--- src/common/opc_pkg.sv ---
/*
 Package for the oscillator phase and frequency control block: widths, command codes,
 timing constants and the packed structs carried between the sequencer and the block.
 Assumes a single 100 MHz clock domain.
*/
`default_nettype none
package opc_pkg;
   localparam int unsigned N_OSC       = 8;
   localparam int unsigned OSC_IDX_W   = 3;
   localparam int unsigned PHASE_W     = 32;
   localparam int unsigned FREQ_W      = 32;
   localparam int unsigned STEP_W      = 20;
   localparam int unsigned LUT_AW      = 8;
   localparam int unsigned SINE_W      = 16;
   localparam int unsigned HARM_W      = 4;
   localparam int unsigned CLK_PERIOD_NS = 10;
   localparam int unsigned FREQ_UPD_NS = 100;
   localparam int unsigned FREQ_UPD_CYC = FREQ_UPD_NS / CLK_PERIOD_NS;
   localparam int unsigned UPD_CNT_W   = 4;
   localparam logic [UPD_CNT_W-1:0] UPD_CNT_LAST = UPD_CNT_W'(FREQ_UPD_CYC - 1);
   localparam logic [N_OSC-1:0]     ALL_OSC_MASK = 8'hff;
   localparam logic [PHASE_W-1:0]   PHASE_ZERO   = 32'h0000_0000;
   localparam logic [FREQ_W-1:0]    FREQ_ZERO    = 32'h0000_0000;
   localparam logic [HARM_W-1:0]    HARM_ONE     = 4'h1;
   localparam logic [3:0]           LUT_HEAD_W   = 4'h8;

   typedef enum logic [2:0]
   {
      OPC_CMD_CLEAR_PHASES,
      OPC_CMD_SET_PHASE,
      OPC_CMD_STEP_PHASE,
      OPC_CMD_LOAD_FREQ,
      OPC_CMD_ARM_RAMP,
      OPC_CMD_RAMP_STEP,
      OPC_CMD_SELECT_OSC,
      OPC_CMD_SET_HARMONIC
   } opc_cmd_t;

   typedef struct packed
   {
      opc_cmd_t               op;
      logic [OSC_IDX_W-1:0]   osc;
      logic                   use_mask;
      logic [N_OSC-1:0]       mask;
      logic [PHASE_W-1:0]     phase;
      logic [FREQ_W-1:0]      freq;
      logic [FREQ_W-1:0]      incr;
      logic [STEP_W-1:0]      step;
   } opc_cmd_pkt_t;

   typedef struct packed
   {
      logic                   valid;
      logic                   start;
      logic                   done;
   } opc_play_t;

   typedef struct packed
   {
      logic [SINE_W-1:0]      sine;
      logic [SINE_W-1:0]      cosine;
      logic [PHASE_W-1:0]     phase;
   } opc_carrier_t;
endpackage : opc_pkg
`default_nettype wire

--- src/design/opc_accum.sv ---
/*
 One phase accumulator. Advances by its frequency word every enabled cycle and
 clears when asked. Assumes the clock enable is driven by the parent.
*/
`default_nettype none
module opc_accum
   import opc_pkg::*;
(
   input  wire logic               clk,      // Sample clock
   input  wire logic               rst_n,    // Async reset, active low
   input  wire logic               clk_en,   // Freezes state when low
   input  wire logic               clear,    // Clear phase this cycle
   input  wire logic [FREQ_W-1:0]  freq,     // Phase increment per cycle
   output var  logic [PHASE_W-1:0] phase     // Accumulated phase
);
   import opc_pkg::*;

   typedef struct packed
   {
      logic [PHASE_W-1:0] acc;
   } opc_acc_state_t;

   opc_acc_state_t s_q;
   opc_acc_state_t s_d;

   always_comb
   begin
      s_d = s_q;
      if (clear)
      begin
         s_d.acc = PHASE_ZERO;
      end
      else
      begin
         s_d.acc = s_q.acc + freq;
      end
   end

   always_ff @(posedge clk or negedge rst_n)
   begin
      if (!rst_n)
      begin
         s_q <= '0;
      end
      else if (clk_en)
      begin
         s_q <= s_d;
      end
   end

   assign phase = s_q.acc;
endmodule : opc_accum
`default_nettype wire

--- src/design/opc_osc_ctrl.sv ---
/*
 Oscillator phase and frequency control for one generator channel: eight phase
 accumulators, one selected into a sine generator with phase offset and harmonic,
 real-time phase set/step and frequency load/ramp commands from the sequencer.
 Assumes the sequencer holds cmd_valid until cmd_ready and flags playback start/end.
*/
`default_nettype none
module opc_osc_ctrl
   import opc_pkg::*;
(
   input  wire logic         clk,        // Sample clock, 100 MHz
   input  wire logic         rst_n,      // Async reset, active low
   input  wire logic         clk_en,     // Freezes all state when low
   input  wire opc_cmd_pkt_t cmd,        // Command from the sequencer
   input  wire logic         cmd_valid,  // Command present
   output var  logic         cmd_ready,  // Command accepted this cycle
   input  wire opc_play_t    play,       // Playback start request and end flag
   output var  logic         play_go,    // Playback may start this cycle
   output var  logic         freq_busy,  // Frequency update in progress
   output var  opc_carrier_t carrier     // Sine generator output
);
   import opc_pkg::*;

   // ==========================================================
   // State
   typedef enum logic [1:0]
   {
      OPC_FS_IDLE,
      OPC_FS_MUL,
      OPC_FS_WAIT
   } opc_fstate_t;

   typedef struct packed
   {
      opc_fstate_t                     fs;
      logic [UPD_CNT_W-1:0]            cnt;
      logic [OSC_IDX_W-1:0]            tgt;
      logic [FREQ_W-1:0]               new_freq;
      logic [N_OSC-1:0][FREQ_W-1:0]    freq;
      logic [N_OSC-1:0][FREQ_W-1:0]    ramp_start;
      logic [N_OSC-1:0][FREQ_W-1:0]    ramp_incr;
      logic [PHASE_W-1:0]              offset;
      logic [PHASE_W-1:0]              step_pend;
      logic                            step_has;
      logic [OSC_IDX_W-1:0]            sel;
      logic [HARM_W-1:0]               harm;
      logic [N_OSC-1:0]                clr;
      opc_carrier_t                    out;
   } opc_state_t;

   opc_state_t s_q;
   opc_state_t s_d;

   logic [N_OSC-1:0][PHASE_W-1:0] acc_phase;
   logic [PHASE_W-1:0]            gen_phase;
   logic [LUT_AW-1:0]             lut_idx;
   logic                          take;
   logic                          freq_cmd;

   // ==========================================================
   // Oscillators
   generate
      for (genvar g = 0; g < N_OSC; g++)
      begin : g_osc
         opc_accum opc_accum_i
         (
            .clk   (clk),
            .rst_n (rst_n),
            .clk_en(clk_en),
            .clear (s_q.clr[g]),
            .freq  (s_q.freq[g]),
            .phase (acc_phase[g])
         );
      end
   endgenerate

   // ==========================================================
   // Sine lookup: quarter-period table mirrored and negated over one full period
   localparam logic [SINE_W-1:0] SINE_PEAK = 16'h7fff;

   function automatic logic [SINE_W-1:0] opc_quarter(input logic [LUT_AW-3:0] q);
      unique case (q)
         6'h00: opc_quarter = 16'h0000;
         6'h01: opc_quarter = 16'h0324;
         6'h02: opc_quarter = 16'h0648;
         6'h03: opc_quarter = 16'h096a;
         6'h04: opc_quarter = 16'h0c8c;
         6'h05: opc_quarter = 16'h0fab;
         6'h06: opc_quarter = 16'h12c8;
         6'h07: opc_quarter = 16'h15e2;
         6'h08: opc_quarter = 16'h18f9;
         6'h09: opc_quarter = 16'h1c0b;
         6'h0a: opc_quarter = 16'h1f1a;
         6'h0b: opc_quarter = 16'h2223;
         6'h0c: opc_quarter = 16'h2528;
         6'h0d: opc_quarter = 16'h2826;
         6'h0e: opc_quarter = 16'h2b1f;
         6'h0f: opc_quarter = 16'h2e11;
         6'h10: opc_quarter = 16'h30fb;
         6'h11: opc_quarter = 16'h33df;
         6'h12: opc_quarter = 16'h36ba;
         6'h13: opc_quarter = 16'h398c;
         6'h14: opc_quarter = 16'h3c56;
         6'h15: opc_quarter = 16'h3f17;
         6'h16: opc_quarter = 16'h41ce;
         6'h17: opc_quarter = 16'h447a;
         6'h18: opc_quarter = 16'h471c;
         6'h19: opc_quarter = 16'h49b4;
         6'h1a: opc_quarter = 16'h4c3f;
         6'h1b: opc_quarter = 16'h4ebf;
         6'h1c: opc_quarter = 16'h5133;
         6'h1d: opc_quarter = 16'h539a;
         6'h1e: opc_quarter = 16'h55f5;
         6'h1f: opc_quarter = 16'h5842;
         6'h20: opc_quarter = 16'h5a82;
         6'h21: opc_quarter = 16'h5cb3;
         6'h22: opc_quarter = 16'h5ed7;
         6'h23: opc_quarter = 16'h60eb;
         6'h24: opc_quarter = 16'h62f1;
         6'h25: opc_quarter = 16'h64e8;
         6'h26: opc_quarter = 16'h66cf;
         6'h27: opc_quarter = 16'h68a6;
         6'h28: opc_quarter = 16'h6a6d;
         6'h29: opc_quarter = 16'h6c23;
         6'h2a: opc_quarter = 16'h6dc9;
         6'h2b: opc_quarter = 16'h6f5e;
         6'h2c: opc_quarter = 16'h70e2;
         6'h2d: opc_quarter = 16'h7254;
         6'h2e: opc_quarter = 16'h73b5;
         6'h2f: opc_quarter = 16'h7504;
         6'h30: opc_quarter = 16'h7641;
         6'h31: opc_quarter = 16'h776b;
         6'h32: opc_quarter = 16'h7883;
         6'h33: opc_quarter = 16'h7989;
         6'h34: opc_quarter = 16'h7a7c;
         6'h35: opc_quarter = 16'h7b5c;
         6'h36: opc_quarter = 16'h7c29;
         6'h37: opc_quarter = 16'h7ce3;
         6'h38: opc_quarter = 16'h7d89;
         6'h39: opc_quarter = 16'h7e1d;
         6'h3a: opc_quarter = 16'h7e9c;
         6'h3b: opc_quarter = 16'h7f09;
         6'h3c: opc_quarter = 16'h7f61;
         6'h3d: opc_quarter = 16'h7fa6;
         6'h3e: opc_quarter = 16'h7fd8;
         6'h3f: opc_quarter = 16'h7ff5;
      endcase
   endfunction : opc_quarter

   function automatic logic [SINE_W-1:0] opc_sine(input logic [LUT_AW-1:0] idx);
      logic [LUT_AW-3:0] q;
      logic [LUT_AW-3:0] qm;
      logic [SINE_W-1:0] mag;
      q  = idx[LUT_AW-3:0];
      qm = -q;
      // Odd quadrants read the table backwards; the peak itself has no entry
      if (!idx[LUT_AW-2])
      begin
         mag = opc_quarter(q);
      end
      else if (q == '0)
      begin
         mag = SINE_PEAK;
      end
      else
      begin
         mag = opc_quarter(qm);
      end
      opc_sine = idx[LUT_AW-1] ? SINE_W'(~mag + 16'h0001) : mag;
   endfunction : opc_sine

   assign freq_cmd  = (cmd.op == OPC_CMD_LOAD_FREQ) || (cmd.op == OPC_CMD_RAMP_STEP);
   // Frequency commands wait while an update is still running
   assign cmd_ready = clk_en && !(freq_cmd && s_q.fs != OPC_FS_IDLE);
   assign take      = cmd_valid && cmd_ready;
   assign play_go   = play.start && s_q.fs == OPC_FS_IDLE && !(take && freq_cmd);
   assign freq_busy = s_q.fs != OPC_FS_IDLE;
   assign carrier   = s_q.out;

   // Selected oscillator times harmonic, plus offset
   assign gen_phase = PHASE_W'(acc_phase[s_q.sel] * s_q.harm) + s_q.offset;
   assign lut_idx   = gen_phase[PHASE_W-1 -: LUT_AW];

   // ==========================================================
   // Next state
   always_comb
   begin
      s_d     = s_q;
      s_d.clr = '0;

      // Deferred step applied at the end of the playback in flight
      if (play.done)
      begin
         if (s_q.step_has)
         begin
            s_d.offset    = s_q.offset + s_q.step_pend;
            s_d.step_pend = PHASE_ZERO;
            s_d.step_has  = 1'b0;
         end
      end

      unique case (s_q.fs)
         OPC_FS_IDLE:
         begin
         end
         OPC_FS_MUL:
         begin
            s_d.fs = OPC_FS_WAIT;
            s_d.cnt = s_q.cnt + 4'h1;
         end
         OPC_FS_WAIT:
         begin
            if (s_q.cnt == UPD_CNT_LAST)
            begin
               s_d.freq[s_q.tgt] = s_q.new_freq;
               s_d.fs            = OPC_FS_IDLE;
            end
            else
            begin
               s_d.cnt = s_q.cnt + 4'h1;
            end
         end
      endcase

      if (take)
      begin
         unique case (cmd.op)
            OPC_CMD_CLEAR_PHASES:
            begin
               s_d.clr = cmd.use_mask ? cmd.mask : ALL_OSC_MASK;
            end
            OPC_CMD_SET_PHASE:
            begin
               s_d.offset = cmd.phase;
            end
            OPC_CMD_STEP_PHASE:
            begin
               // A step coinciding with playback end still accumulates
               s_d.step_pend = s_d.step_pend + cmd.phase;
               s_d.step_has  = 1'b1;
            end
            OPC_CMD_LOAD_FREQ:
            begin
               s_d.tgt      = cmd.osc;
               s_d.new_freq = cmd.freq;
               s_d.cnt      = '0;
               s_d.fs       = OPC_FS_WAIT;
            end
            OPC_CMD_ARM_RAMP:
            begin
               s_d.ramp_start[cmd.osc] = cmd.freq;
               s_d.ramp_incr[cmd.osc]  = cmd.incr;
            end
            OPC_CMD_RAMP_STEP:
            begin
               s_d.tgt      = cmd.osc;
               s_d.new_freq = s_q.ramp_start[cmd.osc]
                            + FREQ_W'(s_q.ramp_incr[cmd.osc] * cmd.step);
               s_d.cnt      = '0;
               s_d.fs       = OPC_FS_MUL;
            end
            OPC_CMD_SELECT_OSC:
            begin
               s_d.sel = cmd.osc;
            end
            OPC_CMD_SET_HARMONIC:
            begin
               s_d.harm = cmd.phase[HARM_W-1:0];
            end
         endcase
      end

      s_d.out.phase  = gen_phase;
      s_d.out.sine   = opc_sine(lut_idx);
      s_d.out.cosine = opc_sine(LUT_AW'(lut_idx + 8'h40));
   end

   // ==========================================================
   // Registers
   always_ff @(posedge clk or negedge rst_n)
   begin
      if (!rst_n)
      begin
         s_q      <= '0;
         s_q.fs   <= OPC_FS_IDLE;
         s_q.harm <= HARM_ONE;
      end
      else if (clk_en)
      begin
         s_q <= s_d;
      end
   end
endmodule : opc_osc_ctrl
`default_nettype wire

--- config.mk ---
export PLATFORM = sky130hd
export DESIGN_NAME = opc_osc_ctrl
export DESIGN_NICKNAME = d
export VERILOG_FILES = /design/src/common/opc_pkg.sv /design/src/design/opc_accum.sv /design/src/design/opc_osc_ctrl.sv
export SDC_FILE = /design/constraint.sdc
export NUM_CORES = 2
export LEC_CHECK = 0
export BUFFER_PORTS_ARGS = -buffer_cell sky130_fd_sc_hd__buf_4
export CORE_MARGIN = 3
export CORE_UTILIZATION = 65
export DETAILED_ROUTE_END_ITERATION = 8
export PLACE_DENSITY = 0.81
export SETUP_SLACK_MARGIN = 0.4
export SLEW_MARGIN = 40
export SYNTH_ARGS = -nofsm -noshare
export SYNTH_HDL_FRONTEND = slang
export SYNTH_SLANG_ARGS = --single-unit
--- constraint.sdc ---
create_clock -name clk -period 15.4 [get_ports clk]
set_clock_uncertainty 0.1 [all_clocks]
set_input_delay 0 -clock clk [delete_from_list [all_inputs] [get_ports clk]]
set_output_delay 0 -clock clk [all_outputs]
set_load 0.1 [all_outputs]
==> metrics.cfg <==
[global_route]
globalRouteMet2Util_pct=60.8
grt-ovfl-total=0
grt_max_degree=147
met1_usage_pct=44.0
grt-busiest-layer=met2
first_global_vias=71660
grt_pass1_wl_um=392000
antenna_found_initial=9
met3_usage_pct=5.97
grt_use_total_pct=36.0

[sta]
min_period_ps=12010
drv_slew=0
whs_ps=31.2
finalHoldViolCount=0
finalCritPeriodShare_pct=78.0
rsz0062_at_grt=no
relSlewSlack_pct=38.6
worstMarginPinSlew_ps=921
fin_tns_setup_ps=0
fmax_ghz=0.0832
setup_viol=0

[die]
boundaryPins=205
fp.dieH_um=372
core_um2=132000
rows=133
die_w_um=372
dieArea_um2=139000
start_util_pct=65.9

[synthesis]
synth_top_area_cell=dfrtp_1
synth.avg_cell_area_um2=10.4
synth_area_um2=87300
yosysMostFrequentCell=dfrtp_1
yosysSeqAreaShare_pct=34.7
ys_top_cells_by_area=dfrtp_1, fa_1, mux2_2
synth-edff-count=0
yosys-top-cells-count=dfrtp_1, mux2_2, nand2_1, inv_1, fa_1
netlist_instances=8419
synth_top_area_share_pct=34.6
synth_warnings=0
ys.flop_type=dfrtp_1
synth_cell_types=120
synthArstFlopShare_pct=100
synth_fp_nets=9490
ys_ff_latch=1209

[routing]
ant_nets=0
route.detailed.drc=0
drt_iter0_drc=6600
via_per_inst=6.63
drt_first_pass_iters=6
via_count=69061
avgRoutedWirePerCell_um=23.9
wl_um=249000

[power]
swShare_pct=45.7
p_comb_share_pct=53.5
p_leak_uw=0.0469
peakVddDrop_mv=0.196
pwr-share-clk_pct=21.2
intPower_uw=8610
switchingPower_uw=7260
power_density_nw_per_um2=164
pwr-share-seq_pct=25.3

[setup_path]
r2r_cells=33
crit_slowest_cell=dfrtp_4
cpPeakStageDelay_ps=830
r2r_slack_ps=3390
endpoint_kind=register
r2r-end=carrier[58]
worstReg2RegStart=s_q[76]
endpoint=carrier[58]
crit_type=reg2reg
arrival_ps=12570
crit_start=s_q[76]
critPathLaunchType=register
crit_fanout=34
worst-endpoint-required_ps=15960

[clock_tree]
cts.path.max_buffers=3
postCtsSetupBuffers=0
path_clk_slew_ps=60
numCtsBuffers=134
clock_latency_ps=790
cts_tree=built
htreeDepth=4
cts_root_buffer=clkbuf_16
cts.sinks=1209

[flow_run]
cap_violations=0

[placed_design]
portBuffers=203
gp_congestion=0.950
dp_hpwl_um=174000

[run_status]
status=finished, final reports clean

[final_layout]
drive_gt1_share_pct=18.0
nNetsFinal=9628
fillers=8838
fin_util_pct=73.0
syn_to_final_growth_pct=10.7

[min_path]
hold_class=in2reg

==> cell usage in the layout, fill, tap and decap left out, types with 48 or more instances in the layout <==
cell	instances
fa_1	479
o2bb2ai_1	98
xnor2_1	247
and3_1	48
xor2_1	132
nor2b_1	155
nand3_1	131
mux2i_1	50
nand4_1	53
clkbuf_16	135
mux2_2	826
nor3_1	171
dfrtp_1	1202
a21o_1	82
a22oi_1	162
nor2_1	384
inv_1	620
dlygate4sd3_1	190
ha_1	454
o21ai_0	241
mux4_2	65
a22o_1	124
nand2b_1	61
buf_4	304
or3_1	48
o21a_1	48
nand2_1	656
o22ai_1	169
and2_1	213
a21oi_1	316
==> cells by family (layout without fill, tap and decap cells) <==
family	after synthesis	count (layout)	synth area share [%]
xor gates and xnor gates	386	386	3.94
other	0	8	0
buffers and inverters	1145	1382	5.29
and+or+nand+nor	2060	2060	11.5
adders and majority gates	935	935	17.5
muxes	941	941	12.9
DFF	1209	1209	34.7
AOI/OAI and AO/OA	1743	1743	14.1
==> state kept, by name (all words and copies together) (netlist names) <==
signal / count
s_q: 889
g_osc.opc_accum_i.phase: 256
carrier: 64
==> power groups by stage <==
stage | registers, uW | clock network [uW] | logic, uW
5_1_grt | 4050 | 3520 | 9170
3_5_place_dp | 4040 | 0 | 8200
2_1_floorplan | 3790 | 0 | 6350
4_1_cts | 3990 | 3370 | 8300
3_3_place_gp | 4010 | 0 | 7980
6_report | 4020 | 3360 | 8490
==> routing by layer <==
layer / part of all wire (%) / wire length [um]
met1: 38 / 94300
met2: 49 / 121000
met3: 7.5 / 18700
met4: 6.0 / 14800
met5: 0.012 / 29
==> layout make-up <==
type | instances | area, um^2 | area share, %
Sequential cell | 1209 | 30300 | 31.3
Tap cell | 1755 | 2200 | 2.27
Clock inverter | 47 | 738 | 0.764
Clock buffer | 188 | 3840 | 3.97
Timing Repair Buffer | 520 | 4630 | 4.79
Multi-Input combinational cell | 6065 | 52600 | 54.4
Antenna cell | 8 | 20.0 | 0.0207
Inverter | 627 | 2360 | 2.44
==> worst min-delay path by stage <==
stage / startpoint / endpoint / cells past startpoint
global route: cmd[24] / s_q[276] / 3
finish: cmd[107] / s_q[135] / 4
floorplan: rst_n / carrier[0] / 0
detailed placement: rst_n / s_q[91] / 1
CTS: cmd[73] / s_q[453] / 3
global placement: rst_n / s_q[91] / 1
==> per-stage QoR <==
step / instance area [um^2] / cells / setup slack, ps / total power (uW)
floorplan: 87300 / 8419 / 5160 / 10100
global placement: 89800 / 9974 / 3790 / 12000
detailed placement: 90000 / 9981 / 3650 / 12200
CTS: 96500 / 10407 / 3590 / 15700
global route: 96600 / 10415 / 2740 / 16700
finish: 96600 / 10419 / 3390 / 15900
==> critical path: cells and delay by family (launching register included) <==
kind | cells | cell delay [ps]
and+or+nand+nor | 7 | 1550
xor gates and xnor gates | 1 | 120
adders and majority gates | 6 | 2700
DFF | 1 | 830
AOI/OAI and AO/OA | 11 | 3810
muxes | 3 | 1300
buffers and inverters | 5 | 1440
==> what timing repair did <==
| action | in CTS | in global routing |
|---|---|---|
| hold buffers | 191 | 0 |
| hold endpoints to repair | 1211 | 0 |
| resized for setup | 0 | 0 |
Power figures use the tool's default switching activity.
